$ cat src/aptc_pkg.sv
// Package for the converter pin, clock and trigger control block.
// Assumes a 20 MHz bus clock and an Avalon-MM slave with byte-wide registers in the low bits of each word.
// Function
// RULE1: Three 8-bit pin-disable registers cover channels 0-7, 8-15 and 16-23.
// RULE2: Bit n controls channel n of its group; 1 disables port control.
// RULE3: A set pin-disable bit forces output high impedance and pullup off.
// RULE4: A set pin-disable bit disables the input buffer; port reads return zero.
// RULE5: Converter held disabled during reset and when channel select is all ones.
// RULE6: After completion and before a new start the converter sits idle.
// RULE7: Round 11-bit raw to 10 bits, or 9-bit raw to 8 bits low only.
// RULE8: Completion sets the complete flag; interrupt raised when enable is set.
// RULE9: Compare enable compares each result against compare registers in all modes.
// RULE10: Clock source select picks one of four sources; bus clock after reset.
// RULE11: Selected source divided by 1, 2, 4 or 8 for the converter clock.
// RULE12: Halved bus clock with divide by 8 gives division by 16.
// RULE13: Internal asynchronous clock comes from inside and runs in wait and stop.
// RULE14: Software keeps the converter clock in range by dividing fast sources.
// RULE15: With trigger select set, each rising hardware trigger edge starts a conversion.
// RULE16: A trigger edge during a conversion in progress is ignored.
// RULE17: In continuous mode only the first trigger edge launches the sequence.
// RULE18: Source codes 00 bus, 01 bus halved, 10 alternate clock.
// RULE19: Divide codes 00, 01, 10, 11 give 1, 2, 4, 8.
// RULE20: Mode code 00 is 8-bit, 10 is 10-bit; others reserved.
// RULE21: Channel select 11111 switches the converter off and isolates the input.
// RULE22: The hardware trigger is synchronised before rising-edge detection.
package aptc_pkg;
  // Register word offsets (byte address = 4 * index).
  localparam logic [3:0] IDX_PIN0 = 4'h0;
  localparam logic [3:0] IDX_PIN1 = 4'h1;
  localparam logic [3:0] IDX_PIN2 = 4'h2;
  localparam logic [3:0] IDX_CTRL1 = 4'h3;
  localparam logic [3:0] IDX_CTRL2 = 4'h4;
  localparam logic [3:0] IDX_RES_HI = 4'h5;
  localparam logic [3:0] IDX_RES_LO = 4'h6;
  localparam logic [3:0] IDX_CMP_HI = 4'h7;
  localparam logic [3:0] IDX_CMP_LO = 4'h8;
  localparam logic [3:0] IDX_CFG = 4'h9;
  // Control 1 fields.
  localparam int CTRL1_DONE_BIT = 7;
  localparam int CTRL1_IEN_BIT = 6;
  localparam int CTRL1_CONT_BIT = 5;
  localparam logic [4:0] CHAN_OFF = 5'h1F;
  localparam logic [7:0] CTRL1_RESET = 8'h1F;
  // Control 2 fields.
  localparam int CTRL2_ACT_BIT = 7;
  localparam int CTRL2_TRG_BIT = 6;
  localparam int CTRL2_CMPEN_BIT = 5;
  localparam int CTRL2_CMPGT_BIT = 4;
  // Config fields.
  localparam int CFG_DIV_LSB = 5;
  localparam int CFG_MODE_LSB = 2;
  localparam logic [1:0] MODE_8BIT = 2'h0;
  localparam logic [1:0] MODE_10BIT = 2'h2;
  localparam logic [1:0] SRC_BUS = 2'h0;
  localparam logic [1:0] SRC_BUS_HALF = 2'h1;
  localparam logic [1:0] SRC_ALT = 2'h2;
  localparam logic [1:0] SRC_ASYNC = 2'h3;
  // Converter clock ticks per conversion (successive approximation steps plus sample).
  localparam logic [5:0] CONV_TICKS_8 = 6'h14;
  localparam logic [5:0] CONV_TICKS_10 = 6'h17;
  // Terminal count of the free-running oscillator for the internal asynchronous clock (one tick every 4 bus cycles).
  localparam logic [2:0] ASYNC_OSC_DIV = 3'h3;
  typedef enum logic [1:0] {ST_OFF, ST_IDLE, ST_CONV, ST_DONE} aptc_state_e;
endpackage

$ cat src/aptc_top.sv
// Converter digital control: pin disable, clock select, trigger, result placement.
// Assumes an Avalon-MM master, a raw result from the analog core and pins on port logic.
//
// Added by the designer: register access over Avalon-MM and the register offsets.
`timescale 1ns/1ps
`default_nettype none
module aptc_top (
  // Clock and reset.
  input wire logic clk_i,
  input wire logic reset_i,
  // Avalon-MM slave.
  input wire logic [5:0] avs_address_i,
  input wire logic avs_read_i,
  input wire logic avs_write_i,
  input wire logic [31:0] avs_writedata_i,
  output logic [31:0] avs_readdata_o,
  output logic avs_waitrequest_o,
  // Port logic and pins.
  input wire logic [23:0] port_oe_n_i,
  input wire logic [23:0] port_pullup_i,
  input wire logic [23:0] pin_in_i,
  output logic [23:0] pin_oe_n_o,
  output logic [23:0] pin_pullup_o,
  output logic [23:0] pin_ibuf_en_o,
  output logic [23:0] port_read_o,
  // Analog core.
  input wire logic [10:0] raw_result_i,
  input wire logic alt_tick_i,
  input wire logic hw_trigger_input_i,
  output logic conv_enable_o,
  output logic sample_o,
  output logic async_osc_on_o,
  output logic [4:0] channel_select_o,
  // Completion request.
  output logic irq_o
);
  logic [7:0] pin_reg [3];
  logic [7:0] ctrl1_reg;
  logic trg_reg, cmpen_reg, cmpgt_reg;
  logic [1:0] cmp_hi_reg;
  logic [7:0] cmp_lo_reg;
  logic [7:0] cfg_reg;
  logic [1:0] res_hi_reg;
  logic [7:0] res_lo_reg;
  logic lock_reg;
  logic seq_reg;
  logic ack_reg;
  logic [31:0] rdata_reg;
  logic [1:0] trg_sync_reg;
  logic trg_prev_reg;
  logic [5:0] tick_cnt_reg;
  logic [2:0] osc_reg;
  logic [23:0] pin_sync1_reg, pin_sync2_reg;
  aptc_pkg::aptc_state_e state_reg;

  ////////////////////////////////////////////////////////////////////////////
  // Bus decode. Every access takes one wait cycle, then completes.
  wire logic [3:0] idx = avs_address_i[5:2];
  wire logic req = avs_read_i || avs_write_i;
  wire logic wr = avs_write_i && ack_reg;
  wire logic rd = avs_read_i && ack_reg;
  wire logic wr_ctrl1 = wr && (idx == aptc_pkg::IDX_CTRL1);
  wire logic wr_cfgx = wr && (idx == aptc_pkg::IDX_CTRL2 || idx == aptc_pkg::IDX_CFG ||
                              idx == aptc_pkg::IDX_CMP_HI || idx == aptc_pkg::IDX_CMP_LO);
  wire logic rd_hi = rd && (idx == aptc_pkg::IDX_RES_HI);
  wire logic rd_lo = rd && (idx == aptc_pkg::IDX_RES_LO);
  assign avs_waitrequest_o = req && !ack_reg;
  assign avs_readdata_o = rdata_reg;

  ////////////////////////////////////////////////////////////////////////////
  // Pin control.
  wire logic [23:0] pin_dis = {pin_reg[2], pin_reg[1], pin_reg[0]}; // [RULE1] [RULE2]
  assign pin_oe_n_o = port_oe_n_i | pin_dis; // [RULE3]
  assign pin_pullup_o = port_pullup_i & ~pin_dis; // [RULE3]
  assign pin_ibuf_en_o = ~pin_dis; // [RULE4]
  assign port_read_o = pin_sync2_reg & ~pin_dis; // [RULE4]

  ////////////////////////////////////////////////////////////////////////////
  // Converter control decode.
  wire logic [4:0] chan = ctrl1_reg[4:0];
  wire logic chan_off = (chan == aptc_pkg::CHAN_OFF); // [RULE5] [RULE21]
  wire logic [1:0] mode = cfg_reg[aptc_pkg::CFG_MODE_LSB +: 2];
  wire logic [1:0] src = cfg_reg[1:0];
  wire logic [1:0] div = cfg_reg[aptc_pkg::CFG_DIV_LSB +: 2];
  wire logic mode10 = (mode == aptc_pkg::MODE_10BIT); // [RULE20]
  wire logic busy = (state_reg == aptc_pkg::ST_CONV);
  wire logic cont = ctrl1_reg[aptc_pkg::CTRL1_CONT_BIT];
  wire logic trg_rise = trg_sync_reg[1] && !trg_prev_reg; // [RULE22]
  // Hardware edges count only when idle and not already in a continuous run.
  wire logic hw_start = trg_reg && trg_rise && !busy && !seq_reg && !chan_off; // [RULE15] [RULE16] [RULE17]
  wire logic sw_start = wr_ctrl1 && !trg_reg && (avs_writedata_i[4:0] != aptc_pkg::CHAN_OFF);
  wire logic async_tick = (osc_reg == aptc_pkg::ASYNC_OSC_DIV);
  wire logic conv_tick;
  wire logic [5:0] conv_len = mode10 ? aptc_pkg::CONV_TICKS_10 : aptc_pkg::CONV_TICKS_8;
  wire logic conv_end = busy && conv_tick && (tick_cnt_reg == 6'(conv_len - 6'h1));

  ////////////////////////////////////////////////////////////////////////////
  // Rounding and compare.
  wire logic [10:0] rnd10_sum = 11'(raw_result_i + 11'h1);
  wire logic [9:0] rnd10 = (raw_result_i[10:1] == 10'h3FF) ? 10'h3FF : rnd10_sum[10:1]; // [RULE7]
  wire logic [9:0] rnd9_sum = 10'(raw_result_i[8:0] + 9'h1);
  wire logic [7:0] rnd8 = (raw_result_i[8:1] == 8'hFF) ? 8'hFF : rnd9_sum[8:1]; // [RULE7]
  wire logic [9:0] result = mode10 ? rnd10 : {2'h0, rnd8};
  wire logic [9:0] cmp_val = mode10 ? {cmp_hi_reg, cmp_lo_reg} : {2'h0, cmp_lo_reg};
  wire logic [9:0] cmp_diff = 10'(result - cmp_val);
  wire logic cmp_ge = (result >= cmp_val);
  wire logic cmp_ok = !cmpen_reg || (cmpgt_reg ? cmp_ge : !cmp_ge); // [RULE9]
  wire logic [9:0] store_val = cmpen_reg ? cmp_diff : result; // [RULE9]
  wire logic blocked = mode10 && lock_reg;
  wire logic store = conv_end && cmp_ok && !blocked; // [RULE7] [RULE8]
  // A blocked transfer restarts, except a failed single compare which ends.
  wire logic restart = conv_end && !chan_off && (cont || (blocked && cmp_ok));

  aptc_clkdiv u_clkdiv (
    .clk_i(clk_i),
    .reset_i(reset_i),
    .run_i(busy),
    .src_i(src),
    .div_i(div),
    .alt_tick_i(alt_tick_i),
    .async_tick_i(async_tick),
    .tick_o(conv_tick)
  );

  assign conv_enable_o = busy && !chan_off; // [RULE5] [RULE6]
  assign sample_o = conv_end;
  assign async_osc_on_o = busy && (src == aptc_pkg::SRC_ASYNC); // [RULE13]
  assign channel_select_o = chan;
  assign irq_o = ctrl1_reg[aptc_pkg::CTRL1_DONE_BIT] && ctrl1_reg[aptc_pkg::CTRL1_IEN_BIT]; // [RULE8]

  ////////////////////////////////////////////////////////////////////////////
  // Read data mux.
  wire logic [7:0] ctrl2_rd = {busy, trg_reg, cmpen_reg, cmpgt_reg, 4'h0};
  logic [7:0] rd_byte;
  always_comb begin
    case (idx)
      aptc_pkg::IDX_PIN0: rd_byte = pin_reg[0];
      aptc_pkg::IDX_PIN1: rd_byte = pin_reg[1];
      aptc_pkg::IDX_PIN2: rd_byte = pin_reg[2];
      aptc_pkg::IDX_CTRL1: rd_byte = ctrl1_reg;
      aptc_pkg::IDX_CTRL2: rd_byte = ctrl2_rd;
      aptc_pkg::IDX_RES_HI: rd_byte = {6'h00, res_hi_reg};
      aptc_pkg::IDX_RES_LO: rd_byte = res_lo_reg;
      aptc_pkg::IDX_CMP_HI: rd_byte = {6'h00, cmp_hi_reg};
      aptc_pkg::IDX_CMP_LO: rd_byte = cmp_lo_reg;
      aptc_pkg::IDX_CFG: rd_byte = cfg_reg;
      default: rd_byte = 8'h00;
    endcase
  end

  ////////////////////////////////////////////////////////////////////////////
  // Bus handshake and synchronisers.
  always_ff @(posedge clk_i) begin
    if (reset_i) begin
      ack_reg <= 1'b0;
      rdata_reg <= 32'h0000_0000;
      trg_sync_reg <= 2'h0;
      trg_prev_reg <= 1'b0;
      pin_sync1_reg <= 24'h00_0000;
      pin_sync2_reg <= 24'h00_0000;
      osc_reg <= 3'h0;
    end else begin
      ack_reg <= req && !ack_reg;
      rdata_reg <= (req && !ack_reg) ? {24'h00_0000, rd_byte} : rdata_reg;
      trg_sync_reg <= {trg_sync_reg[0], hw_trigger_input_i}; // [RULE22]
      trg_prev_reg <= trg_sync_reg[1];
      pin_sync1_reg <= pin_in_i;
      pin_sync2_reg <= pin_sync1_reg;
      osc_reg <= async_tick ? 3'h0 : 3'(osc_reg + 3'h1);
    end
  end

  ////////////////////////////////////////////////////////////////////////////
  // Registers and conversion state.
  always_ff @(posedge clk_i) begin
    if (reset_i) begin
      pin_reg[0] <= 8'h00;
      pin_reg[1] <= 8'h00;
      pin_reg[2] <= 8'h00;
      ctrl1_reg <= aptc_pkg::CTRL1_RESET; // [RULE5]
      {trg_reg, cmpen_reg, cmpgt_reg} <= 3'h0;
      cmp_hi_reg <= 2'h0;
      cmp_lo_reg <= 8'h00;
      cfg_reg <= 8'h00; // [RULE10]
      res_hi_reg <= 2'h0;
      res_lo_reg <= 8'h00;
      lock_reg <= 1'b0;
      seq_reg <= 1'b0;
      tick_cnt_reg <= 6'h00;
      state_reg <= aptc_pkg::ST_OFF;
    end else begin
      if (wr && idx <= aptc_pkg::IDX_PIN2) begin
        pin_reg[idx[1:0]] <= avs_writedata_i[7:0]; // [RULE1] [RULE2]
      end
      if (wr && idx == aptc_pkg::IDX_CTRL2) begin
        trg_reg <= avs_writedata_i[aptc_pkg::CTRL2_TRG_BIT];
        cmpen_reg <= avs_writedata_i[aptc_pkg::CTRL2_CMPEN_BIT];
        cmpgt_reg <= avs_writedata_i[aptc_pkg::CTRL2_CMPGT_BIT];
      end
      if (wr && idx == aptc_pkg::IDX_CMP_HI) begin
        cmp_hi_reg <= avs_writedata_i[1:0];
      end
      if (wr && idx == aptc_pkg::IDX_CMP_LO) begin
        cmp_lo_reg <= avs_writedata_i[7:0];
      end
      if (wr && idx == aptc_pkg::IDX_CFG) begin
        cfg_reg <= avs_writedata_i[7:0];
      end
      // In 10-bit mode, reading the high byte locks results until the low byte is read.
      if (rd_hi && mode10) begin
        lock_reg <= 1'b1;
      end else if (rd_lo) begin
        lock_reg <= 1'b0;
      end
      if (store) begin
        res_hi_reg <= store_val[9:8];
        res_lo_reg <= store_val[7:0];
      end
      // Completion flag: set wins over clear by write or low-byte read.
      if (wr_ctrl1) begin
        ctrl1_reg[6:0] <= avs_writedata_i[6:0];
      end
      if (store) begin
        ctrl1_reg[aptc_pkg::CTRL1_DONE_BIT] <= 1'b1; // [RULE8]
      end else if (wr_ctrl1 || rd_lo) begin
        ctrl1_reg[aptc_pkg::CTRL1_DONE_BIT] <= 1'b0;
      end
      tick_cnt_reg <= (!busy || conv_end) ? 6'h00 : (conv_tick ? 6'(tick_cnt_reg + 6'h1) : tick_cnt_reg);
      case (state_reg)
        aptc_pkg::ST_OFF, aptc_pkg::ST_IDLE, aptc_pkg::ST_DONE: begin
          if (chan_off && !sw_start) begin
            seq_reg <= 1'b0;
            state_reg <= aptc_pkg::ST_OFF; // [RULE21]
          end else if (sw_start || hw_start) begin
            seq_reg <= sw_start ? avs_writedata_i[aptc_pkg::CTRL1_CONT_BIT] : cont;
            state_reg <= aptc_pkg::ST_CONV;
          end else begin
            state_reg <= aptc_pkg::ST_IDLE; // [RULE6]
          end
        end
        aptc_pkg::ST_CONV: begin
          if (wr_ctrl1 || wr_cfgx) begin
            seq_reg <= sw_start && avs_writedata_i[aptc_pkg::CTRL1_CONT_BIT];
            state_reg <= sw_start ? aptc_pkg::ST_CONV : aptc_pkg::ST_IDLE;
          end else if (chan_off) begin
            state_reg <= aptc_pkg::ST_OFF;
          end else if (conv_end && !restart) begin
            seq_reg <= 1'b0;
            state_reg <= aptc_pkg::ST_DONE; // [RULE6]
          end
        end
        default: state_reg <= aptc_pkg::ST_OFF;
      endcase
    end
  end
endmodule
`default_nettype wire

$ cat src/aptc_clkdiv.sv
// Converter clock enable generator: source select then power-of-two divider.
// Assumes all sources arrive as one-cycle enables on the bus clock.
`timescale 1ns/1ps
`default_nettype none
module aptc_clkdiv (
  // Clock and reset.
  input wire logic clk_i,
  input wire logic reset_i,
  // Control.
  input wire logic run_i,
  input wire logic [1:0] src_i,
  input wire logic [1:0] div_i,
  input wire logic alt_tick_i,
  input wire logic async_tick_i,
  // Converter clock enable.
  output logic tick_o
);
  logic half_reg;
  logic [2:0] cnt_reg;
  logic [2:0] cnt_next;
  wire logic src_tick;
  wire logic [2:0] div_mask;
  assign src_tick = (src_i == aptc_pkg::SRC_BUS) ? 1'b1 : // [RULE18] [RULE10]
                    (src_i == aptc_pkg::SRC_BUS_HALF) ? half_reg : // [RULE12]
                    (src_i == aptc_pkg::SRC_ALT) ? alt_tick_i : async_tick_i;
  // Divide-select code n gives 2**n.
  assign div_mask = 3'((4'h1 << div_i) - 4'h1); // [RULE11] [RULE19]
  assign cnt_next = 3'(cnt_reg + 3'h1);
  assign tick_o = run_i && src_tick && ((cnt_reg & div_mask) == div_mask);
  always_ff @(posedge clk_i) begin
    if (reset_i || !run_i) begin
      half_reg <= 1'b0;
      cnt_reg <= 3'h0;
    end else begin
      half_reg <= ~half_reg;
      if (src_tick) begin
        cnt_reg <= cnt_next;
      end
    end
  end
endmodule
`default_nettype wire

$ cat config.mk
export PLATFORM = sky130hd
export DESIGN_NAME = aptc_top
export DESIGN_NICKNAME = d
export VERILOG_FILES = /design/src/aptc_pkg.sv /design/src/aptc_top.sv /design/src/aptc_clkdiv.sv
export SDC_FILE = /design/constraint.sdc
export NUM_CORES = 1
export LEC_CHECK = 0
export BUFFER_PORTS_ARGS = -buffer_cell sky130_fd_sc_hd__buf_2
export CORE_AREA = 3 3 126 128
export CTS_BUF_LIST = sky130_fd_sc_hd__clkbuf_4 sky130_fd_sc_hd__clkbuf_8 sky130_fd_sc_hd__clkbuf_16
export DETAILED_ROUTE_END_ITERATION = 8
export DIE_AREA = 0 0 129 131
export PLACE_DENSITY = 0.87
export SYNTH_ARGS = -nofsm -noshare
export SYNTH_HDL_FRONTEND = slang
export SYNTH_SLANG_ARGS = --single-unit
$ cat constraint.sdc
create_clock -name clk_i -period 4 [get_ports clk_i]
set_input_delay 0.6 -clock clk_i [delete_from_list [all_inputs] [get_ports clk_i]]
set_output_delay 0.6 -clock clk_i [all_outputs]
set_load 0.01 [all_outputs]
Yosys cells after proc, flatten, opt, wreduce, memory -nomap -nowiden
Memory sizes are Yosys's and may differ from the RTL's.
Index checks and enable logic that the tools add are counted.
- $lt $le $gt $ge: 2
- mux-type cells: 37
- multipliers: 0
- reduce and logical (&&, ||, !) cells: 68
- divide/modulo/power cells: 0
- bitwise logic cells: 6
- $add $sub $neg: 8
- equal/unequal tests: 27
- shift operators: 1
- operator list (cell ; count):
    8-bit one-hot mux with 10 select lines ; 1
    24-bit bitwise AND ; 2
    10-bit 2-to-1 mux ; 4
    1-bit logical AND ; 36
    24-bit inverter ; 1
    24-bit OR ; 1
    1-bit 2-to-1 mux ; 20
    4-bit by 3-bit == test with 1-bit output (second input constant) ; 4
    2-bit 2-to-1 mux ; 8
    8-bit 2-to-1 mux ; 2
    11-bit by 1-bit adder with 11-bit output (second input constant) ; 1
    1-bit zero test ; 11
    1-bit logical OR ; 11
    10-bit == test (second input constant) ; 1
    2-bit == test (second input constant) ; 5
    10-bit greater-or-equal comparator ; 1
    10-bit subtractor ; 1
    9-bit by 1-bit adder with 9-bit output (second input constant) ; 1
    4-bit by 2-bit == test with 1-bit output (second input constant) ; 2
    4-bit == test (second input constant) ; 2
    8-bit == test (second input constant) ; 1
    8-bit OR reduction ; 1
    3-bit by 1-bit adder with 3-bit output (second input constant) ; 2
    6-bit by 1-bit adder with 6-bit output (second input constant) ; 1
    25 further kinds ; 29
- RAM bits: 24
- latch bits: 0
- memories kept: 1
- memory bits (read-only): 0
- output and inout port bits: 138
- logic and storage cells: 173
- flip-flop bits (word level): 116
- memory list (memory ; words ; width ; rd ports ; clocked after Yosys merged registers in ; wr ports ; line ; source):
    pin_reg ; 3 ; 8 ; 3 ; 0 ; 3 ; aptc_top.sv:37 ; logic [7:0] pin_reg [3];

Depth between registers and ports, before layout
Gate-level depths: netlist (run 1).
- depth after elaboration: 16
- mapped depth: 13
- mapped depth without buffers: 12

Modules after synthesis
A second synthesis (run 1) with hierarchy kept.
- cells, all modules: 783
- area, all modules: 7119.3 µm²
- by module, submodules not included (module ; seq. area each (µm²) ; cells each ; area an instance (µm²) ; instances):
    aptc_top ; 2962.8 ; 757 ; 6877.8 ; 1
    aptc_clkdiv ; 80.1 ; 26 ; 241.5 ; 1

Worst setup path after synthesis (run 1)
OpenSTA, ideal clock, no wires.
- kind: input-to-reg
- start point: input raw_result_i[0]
- end point: register res_lo_reg[5]
- cell stages on the path: 12
- path buffers: 0
- arrival time: 3.074 ns
- slack: 0.789 ns
- path through: ha_1 -> and4_1 -> nand2_1 -> xor2_1 -> nand2_1 -> ha_1 -> and3_1 -> a221oi_2 -> a211oi_2 -> or3_4 -> a2111oi_4 -> nor3_1
- longest elaborated chain between the ends: 9
- elaborated cells on any way between the ends: 13
- those cells by class: add/sub (3); order compare (1); mux (5); reduce/logical (4)
- RTL lines (item ; line ; source):
    from (decl) ; aptc_top.sv:27 ; input wire logic [10:0] raw_result_i,
    11-bit by 1-bit adder with 11-bit output / 9-bit by 1-bit adder with 9-bit output (equally long branches) ; aptc_top.sv:99, aptc_top.sv:101 ;
    10-bit 2-to-1 mux / 8-bit 2-to-1 mux (equally long branches) ; aptc_top.sv:100, aptc_top.sv:102 ;
    10-bit 2-to-1 mux (*) ; aptc_top.sv:103 ; wire logic [9:0] result = mode10 ? rnd10 : {2'h0, rnd8};
    10-bit greater-or-equal comparator ; aptc_top.sv:106 ; wire logic cmp_ge = (result >= cmp_val);
    1-bit zero test ; aptc_top.sv:107 ; wire logic cmp_ok = !cmpen_reg || (cmpgt_reg ? cmp_ge : !cmp_ge);
    1-bit 2-to-1 mux ; aptc_top.sv:107 ;
    1-bit logical OR ; aptc_top.sv:107 ;
    1-bit logical AND (2 in a row) ; aptc_top.sv:110 ; wire logic store = conv_end && cmp_ok && !blocked;
    to (signal assigned) ; aptc_top.sv:217 ; res_lo_reg <= store_val[7:0];
    to (decl) ; aptc_top.sv:44 ; logic [7:0] res_lo_reg;
Mark *: on every way between the ends. The rest lies on a longest branch, timed or not.
A chain may end at the register's enable or synchronous reset.

Worst setup path after layout (run 1)
- start point: register cfg_reg[3]
- end point: register seq_reg
- longest elaborated chain between the ends: 13
- elaborated cells on any way between the ends: 20
- those cells by class: add/sub (1); order compare (1); eq/ne (3); mux (4); reduce/logical (11)
- RTL lines (item ; line ; source):
    from (decl) ; aptc_top.sv:42 ; logic [7:0] cfg_reg;
    from (signal assigned) ; aptc_top.sv:207 ; cfg_reg <= avs_writedata_i[7:0];
    2-bit == test (*) ; aptc_top.sv:85 ; wire logic mode10 = (mode == aptc_pkg::MODE_10BIT);
    10-bit 2-to-1 mux (on tied branches) ; aptc_top.sv:103, aptc_top.sv:104 ;
    10-bit greater-or-equal comparator ; aptc_top.sv:106 ;
    1-bit zero test ; aptc_top.sv:107 ;
    1-bit 2-to-1 mux ; aptc_top.sv:107 ;
    1-bit logical OR ; aptc_top.sv:107 ;
    1-bit logical AND ; aptc_top.sv:112 ; wire logic restart = conv_end && !chan_off && (cont || (blocked && cmp_ok));
    1-bit logical OR ; aptc_top.sv:112 ;
    1-bit logical AND ; aptc_top.sv:112 ;
    1-bit zero test ; aptc_top.sv:247 ; end else if (conv_end && !restart) begin
    1-bit logical AND (*) ; aptc_top.sv:247 ;
    3-bit by 1-bit inequality test with 1-bit output (no source line) (*) ; n/a ;
    3-bit AND reduction (no source line) (*) ; n/a ;
    to (signal assigned) ; aptc_top.sv:235 ; seq_reg <= sw_start ? avs_writedata_i[aptc_pkg::CTRL1_CONT_BIT] : cont;
    to (signal assigned) ; aptc_top.sv:243 ; seq_reg <= sw_start && avs_writedata_i[aptc_pkg::CTRL1_CONT_BIT];
    to (decl) ; aptc_top.sv:46 ; logic seq_reg;
Marks and branches as above.

==> out/metrics.yaml, run 1 <==
placement:
  io_buffer_count: 214
  dp_hpwl_microns: 15900
  gp_congestion: 0.967
routing:
  dr.pass1.iters: 5
  vias_per_cell: 5.51
  via_count: 6712
  drcViolationCount: 0
  wirelength_microns: 21200
  avgRoutedWirePerCell_microns: 17.4
  drtAntennaViolNets: 0
  drtIter0Drc: 607
sta:
  fmax_ghz: 0.303
  fin_tns_setup_ns: 0
  hold_violations: 0
  max_slew_margin_pct: 59.1
  tightestPinTransition_ns: 0.606
  fin_skew_ns: 0.00721
  fin_crit_ns: 3.30
  slew_violations: 0
  fin_crit_sh_pct: 82.5
  setup_viol: 0
  rsz0062_at_grt: "false"
finish:
  drive_gt1_share_pct: 29.8
  fillers: 1298
  syn2layout_area_growth_pct: 23.1
  final_core_util_pct: 60.6
  antenna_cells: 0
  layout.nets: 1160
clock_tree:
  cts_tree: "done"
  htreeDepth: 4
  clockRootBuffer: "clkbuf_16"
  cts_resized: 0
  cts_hold_buffers: 0
  clock_sinks: 140
  clk_pin_slew_ns: 0.06
  cts_made_buffers: 17
  clk-insertion-delay-late_ns: 0.42
  cts_setup_buffers: 0
  cts_buffer_depth: 2
synthesis:
  yosys.area.top_type: "dfxtp_1"
  synth.top_cells.by_area: "dfxtp_1 32%, edfxtp_1 9.8%, nor2b_1 9.4%, mux2i_1 4.6%, nor2_1 3.6%"
  ys_seq_elements: 140
  yosys.cell_types.count: 87
  synth_edf_count: 24
  avgSynthCellArea_sq_um: 9.02
  syn_inst: 817
  ys_warn_count: 0
  synth_top_area_share_pct: 31.5
  synth_area_sq_um: 7370
  ys_seq_area_share_pct: 41.3
  ys.flop_type: "dfxtp_1"
  ys_async_sr_fraction_pct: 0
worst_setup_path:
  rr_worst_depth: 11
  crit_path_end: "seq_reg"
  r2r_start: "cfg_reg[3]"
  startpoint: "cfg_reg[3]"
  timing.rr.end: "seq_reg"
  worst_setup_path_end_kind: "flip-flop"
  crit_required_ns: 4.31
  critPathMaxFanout: 7
  arrival_ns: 3.61
  critical_path_class: "reg2reg"
  start_kind: "flip-flop"
  reg2reg_slack_ns: 0.70
floorplan:
  num_rows: 45
  initial_core_util_pct: 49.2
  fp.dieArea_sq_um: 16900
  die_h_microns: 131
  io_pins: 265
  core_sq_um: 15000
  die_width_microns: 129
global_route:
  grt_max_degree: 59
  antenna_found_initial: 1
  grt-ovfl-total: 0
  grt_pass1_vias: 6451
  grt_pass1_wl_microns: 32800
  grt_use_total_pct: 25.0
power_and_ir_drop:
  pwr-share-clk_pct: 46.8
  switching_share_pct: 23.5
  p_leak_nw: 3.91
  max-vdd-ir-drop_uv: 312
  share_comb_of_total_power_pct: 10.6
  power.total_mw: 3.52
  p_per_area_nw_per_um2: 388
  pwr-share-seq_pct: 42.6
  power.switching_mw: 0.827
  p_int_mw: 2.69
worst_hold_path:
  hold_class: "in2reg"
job:
  drv_cap: 0
outcome:
  status: "finished, final reports clean"
[final cells by class]
cell class | count | area, sq um | area share, %
timing repair buffer | 220 | 1120 | 12.3
clock buffer | 22 | 493 | 5.43
clock inverter | 10 | 136 | 1.50
inverter | 40 | 150 | 1.66
multi-input combinational | 598 | 3890 | 42.9
tap | 188 | 235 | 2.59
sequential | 140 | 3040 | 33.5
[cell families (layout without fill, tap and decap cells)]
logic type / Yosys count / count (layout) / synth area share (%)
buffers and inverters: 102 / 292 / 7.04
muxes: 37 / 37 / 5.38
adders and majority gates: 16 / 16 / 2.82
and+or+nand+nor: 372 / 372 / 28.9
DFF: 140 / 140 / 41.3
AOI/OAI and AO/OA: 135 / 135 / 12.8
other: 1 / 24 / 0.0509
xor gates and xnor gates: 14 / 14 / 1.66
[how the worst min path moves through the flow]
stage,start,end,slack [ns],depth (start not counted)
2_1_floorplan,u_clkdiv.half_reg,u_clkdiv.half_reg,0.39,1
3_3_place_gp,u_clkdiv.half_reg,u_clkdiv.half_reg,0.40,1
3_5_place_dp,u_clkdiv.half_reg,u_clkdiv.half_reg,0.41,1
4_1_cts,pin_in_i[14],pin_sync1_reg[14],0.38,2
5_1_grt,pin_in_i[11],pin_sync1_reg[11],0.38,2
6_report,pin_in_i[13],pin_sync1_reg[13],0.39,2
[synth_stat cells (4+ instances only)]
| cell type | n |
|---|---|
| inv_1 | 40 |
| nand4_1 | 11 |
| nor3_1 | 13 |
| a311oi_2 | 4 |
| and3_1 | 8 |
| nand2b_1 | 9 |
| edfxtp_1 | 24 |
| a211oi_1 | 4 |
| or2_2 | 27 |
| nor2b_1 | 111 |
| a32oi_1 | 4 |
| o31ai_1 | 5 |
| and2_1 | 24 |
| mux2i_1 | 34 |
| and4_1 | 5 |
| xor2_1 | 11 |
| a21oi_1 | 39 |
| nand3_1 | 12 |
| o21ai_1 | 4 |
| nand2_1 | 45 |
| buf_4 | 30 |
| nor2_1 | 70 |
| buf_2 | 7 |
| a211o_1 | 6 |
| o21ai_0 | 22 |
| ha_1 | 15 |
| dfxtp_1 | 116 |
| a22oi_1 | 7 |
| clkbuf_1 | 20 |
| nor3b_1 | 4 |
| a31oi_1 | 8 |
[cell usage in the layout (no fill, tap or decap), types with 8 or more instances in the layout]
| cell | n |
|---|---|
| nand4_1 | 11 |
| xor2_1 | 11 |
| or2_2 | 27 |
| nor2b_1 | 111 |
| and2_1 | 24 |
| inv_1 | 40 |
| nand2b_1 | 9 |
| a31oi_1 | 8 |
| a21oi_1 | 39 |
| buf_2 | 213 |
| o21ai_0 | 22 |
| nor3_1 | 13 |
| conb_1 | 24 |
| and3_1 | 8 |
| edfxtp_1 | 24 |
| nor2_1 | 70 |
| mux2i_1 | 34 |
| clkbuf_16 | 18 |
| nand3_1 | 12 |
| nand2_1 | 45 |
| dfxtp_1 | 116 |
| ha_1 | 15 |
[power groups by stage]
| stage | combinational [mW] | sequential, mW | clock (mW) |
|---|---|---|---|
| 2_1_floorplan | 0.240 | 1.52 | 0 |
| 6_report | 0.373 | 1.50 | 1.65 |
| 4_1_cts | 0.370 | 1.50 | 1.66 |
| 3_5_place_dp | 0.368 | 1.53 | 0 |
| 5_1_grt | 0.410 | 1.50 | 1.72 |
| 3_3_place_gp | 0.361 | 1.53 | 0 |
[critical path, stage by stage, from the launching register on]
cell and delay [ns]:
dfxtp_1 0.35, nor2b_2 0.19, a211oi_1 0.34, nor2_1 0.10
ha_1 0.23, fa_1 0.43, nor2b_4 0.17, o311ai_1 0.15
a211oi_2 0.36, nor3_2 0.16, a311o_1 0.44, a211o_1 0.27
[layer usage]
| layer | global-route usage [%] | vias to the layer above | share of wire (%) |
|---|---|---|---|
| met4 | 9.08 | 2 | 2.7 |
| met2 | 43.1 | 359 | 48 |
| li1 | - | 3167 | - |
| met1 | 31.1 | 3128 | 40 |
| met3 | 5.20 | 56 | 8.8 |
| met5 | 0 | - | 0.061 |
[stage by stage]
stage	area (sq um)	std cells	setup slack [ns]	hold slack, ns
after detailed placement	8440	1186	0.324	0.405
after floorplan	7460	840	0.789	0.392
after CTS	9070	1218	0.746	0.379
after global routing	9070	1218	0.498	0.383
final	9070	1218	0.699	0.386
after global placement	8440	1186	0.345	0.401
No activity file was read; power rests on OpenSTA's default activity.
==> run 2: changes to the inputs <==
==> constraint.sdc (replaced) <==
create_clock -name clk_i -period 3.1 [get_ports clk_i]
set_input_delay 0.465 -clock clk_i [delete_from_list [all_inputs] [get_ports clk_i]]
set_output_delay 0.465 -clock clk_i [all_outputs]
set_load 0.01 [all_outputs]
==> run 2 against run 1 <==
Core utilization is 3.2 points higher. Total power is 25% higher. Wire length is 4.5% higher. Sequential cell count stayed put. Largest power group is now registers. Highest routed layer is now met4. Critical path depth is 1 higher. Critical path type unchanged. Critical endpoint is now res_lo_reg[5]. Largest cell class unchanged.
==> out/metrics.yaml, run 2 (same netlist as run 1, synthesis figures left out) <==
outcome:
  status: "finished, final reports clean"
worst_setup_path:
  arrival_ns: 3.33  # -0.28 ns
  critPathMaxFanout: 5  # -2
  start_kind: "flip-flop"
  r2r_start: "cfg_reg[3]"
  startpoint: "cfg_reg[3]"
  worst_setup_path_end_kind: "flip-flop"
  path_buf_inv: 1  # +1
  path_delay_family: "compound AO/OA/AOI/OAI gates"
  slowest_stage: "or3_4"
  critical_path_class: "reg2reg"
  cp_slowest_stage_delay_ns: 0.42  # -0.02 ns
  worstPathCellList: "nor2b_4 > buf_4 > a21oi_1 > nand2_1 > o21ai_1 > ha_2 > and3_4 > a221oi_4 > a211oi_2 > or3_4 > a2111oi_4 > nor3_1"
  crit_required_ns: 3.38  # -0.93 ns
sta:
  fin_tns_setup_ns: 0  # unchanged
  holdWs_ns: 0.250  # -0.136 ns
  hold_violations: 0  # unchanged
  fin_skew_ns: 0.00415  # -0.00306 ns
  fin_crit_ns: 3.05  # -0.255 ns
  tightestPinTransition_ns: 0.660  # +0.0546 ns
  fmax_ghz: 0.328  # +8.4%
  rsz0062_at_grt: "true"
  fin_crit_sh_pct: 98.3  # +16 points
  slew_violations: 0  # unchanged
  max_slew_margin_pct: 55.4  # -3.7 points
  setup_viol: 0  # unchanged
global_route:
  grt_use_total_pct: 25.9  # +0.87 points
  antenna_found_initial: 1  # unchanged
  grt-ovfl-total: 0  # unchanged
  grt_max_degree: 58  # -1.7%
  grt_pass1_vias: 6574  # +1.9%
  grt_pass1_wl_microns: 33800  # +3.1%
floorplan:
  fp.dieArea_sq_um: 16900  # unchanged
  core_sq_um: 15000  # unchanged
  die_h_microns: 131  # unchanged
  io_pins: 265  # unchanged
  die_width_microns: 129  # unchanged
  num_rows: 45  # unchanged
  initial_core_util_pct: 49.2  # unchanged
clock_tree:
  clk-insertion-delay-late_ns: 0.42  # about the same
  cts_buffer_depth: 2  # unchanged
  cts_made_buffers: 17  # unchanged
  clock_sinks: 140  # unchanged
  htreeDepth: 4  # unchanged
  clockRootBuffer: "clkbuf_16"
  cts_tree: "done"
  clk_pin_slew_ns: 0.06  # about the same
finish:
  final_common_cell: "buf_2"
  layout.nets: 1219  # +5.1%
  syn2layout_area_growth_pct: 29.5
  final_cell_mix: "213 x buf_2, 115 x dfxtp_1, 111 x nor2b_1"
  drive_gt1_share_pct: 34.3  # +4.5 points
  fillers: 1227  # -5.5%
routing:
  vias_per_cell: 5.43  # -1.4%
  drtAntennaViolNets: 0  # unchanged
  via_count: 6945  # +3.5%
  avgRoutedWirePerCell_microns: 17.3  # -0.36%
  dr.pass1.iters: 6  # +1
  drcViolationCount: 0  # unchanged
  drtIter0Drc: 862  # +42%
  wirelength_microns: 22100  # +4.5%
placement:
  gp_congestion: 1.01  # +4.2%
  dp_hpwl_microns: 16500  # +3.9%
  io_buffer_count: 214  # unchanged
worst_hold_path:
  hold_class: "in2reg"
  hp-start: "pin_in_i[3]"
job:
  drv_cap: 0  # unchanged
power_and_ir_drop:
  max-vdd-ir-drop_uv: 353  # +13%
  p_leak_nw: 4.16  # +6.3%
  p_per_area_nw_per_um2: 462  # +19%
-- run 2: per-layer routing --
layer / wire length, microns / part of all wire (%) / global-route usage, % / vias up
met4: 779 / 3.5 / 10.2 / 0
met5: 0 / 0 / 0 / -
li1: - / - / - / 3282
met2: 10600 / 48 / 43.6 / 373
met3: 2130 / 9.6 / 5.98 / 66
met1: 8650 / 39 / 32.3 / 3224
-- run 2: path summary, 6_finish.rpt --
path | endpoint | slack [ns] | cells past startpoint
min | pin_sync1_reg[3] | 0.25 | 2
max | res_lo_reg[5] | 0.05 | 12
max reg2reg | res_lo_reg[5] | 0.05 | 12
min reg2reg | u_clkdiv.half_reg | 0.41 | 1
-- run 2: worst register-to-register path, cell delays in order, from the launching register on --
cell	delay, ns
dfxtp_2	0.32
nor2b_4	0.14
buf_4	0.14
a21oi_1	0.16
nand2_1	0.17
o21ai_1	0.20
ha_2	0.35
and3_4	0.20
a221oi_4	0.26
a211oi_2	0.15
or3_4	0.42
a2111oi_4	0.33
nor3_1	0.07
-- run 2: power by group --
part / switching, mW / internal (mW) / leakage (nW) / total (mW)
Clock: 0.751 / 1.18 / 0.272 / 1.93
Combinational: 0.302 / 0.243 / 2.69 / 0.545
Sequential: 0.0332 / 1.90 / 1.20 / 1.93
-- run 2: final cells by class --
cell class / instances / area, sq um / share of cell area [%]
clock buffer: 18 / 433 / 4.54
multi-input combinational: 598 / 3990 / 41.8
timing repair buffer: 279 / 1570 / 16.4
tap: 188 / 235 / 2.46
clock inverter: 14 / 128 / 1.34
antenna: 1 / 2.50 / 0.0262
sequential: 140 / 3040 / 31.9
inverter: 40 / 150 / 1.57
-- run 2: repair_timing --
| action | CTS | global route |
|---|---|---|
| resized for setup | 2 | 17 |
| pin swaps | 0 | 9 |
| setup endpoints to repair | 9 | 13 |
| hold buffers | 0 | 0 |
| buffers inserted | 0 | 3 |
-- run 2: stage by stage --
stage	utilization, %	instances	instance area (sq um)	worst slack, ns	power [mW]
2_1_floorplan	-	840	7460	0.0244	2.27
3_3_place_gp	59.2	1242	8860	-0.205	2.48
3_5_place_dp	59.2	1242	8860	-0.335	2.49
4_1_cts	63.0	1274	9430	0.0230	4.40
5_1_grt	63.7	1278	9540	-0.0716	4.55
6_report	63.7	1278	9540	0.0540	4.41
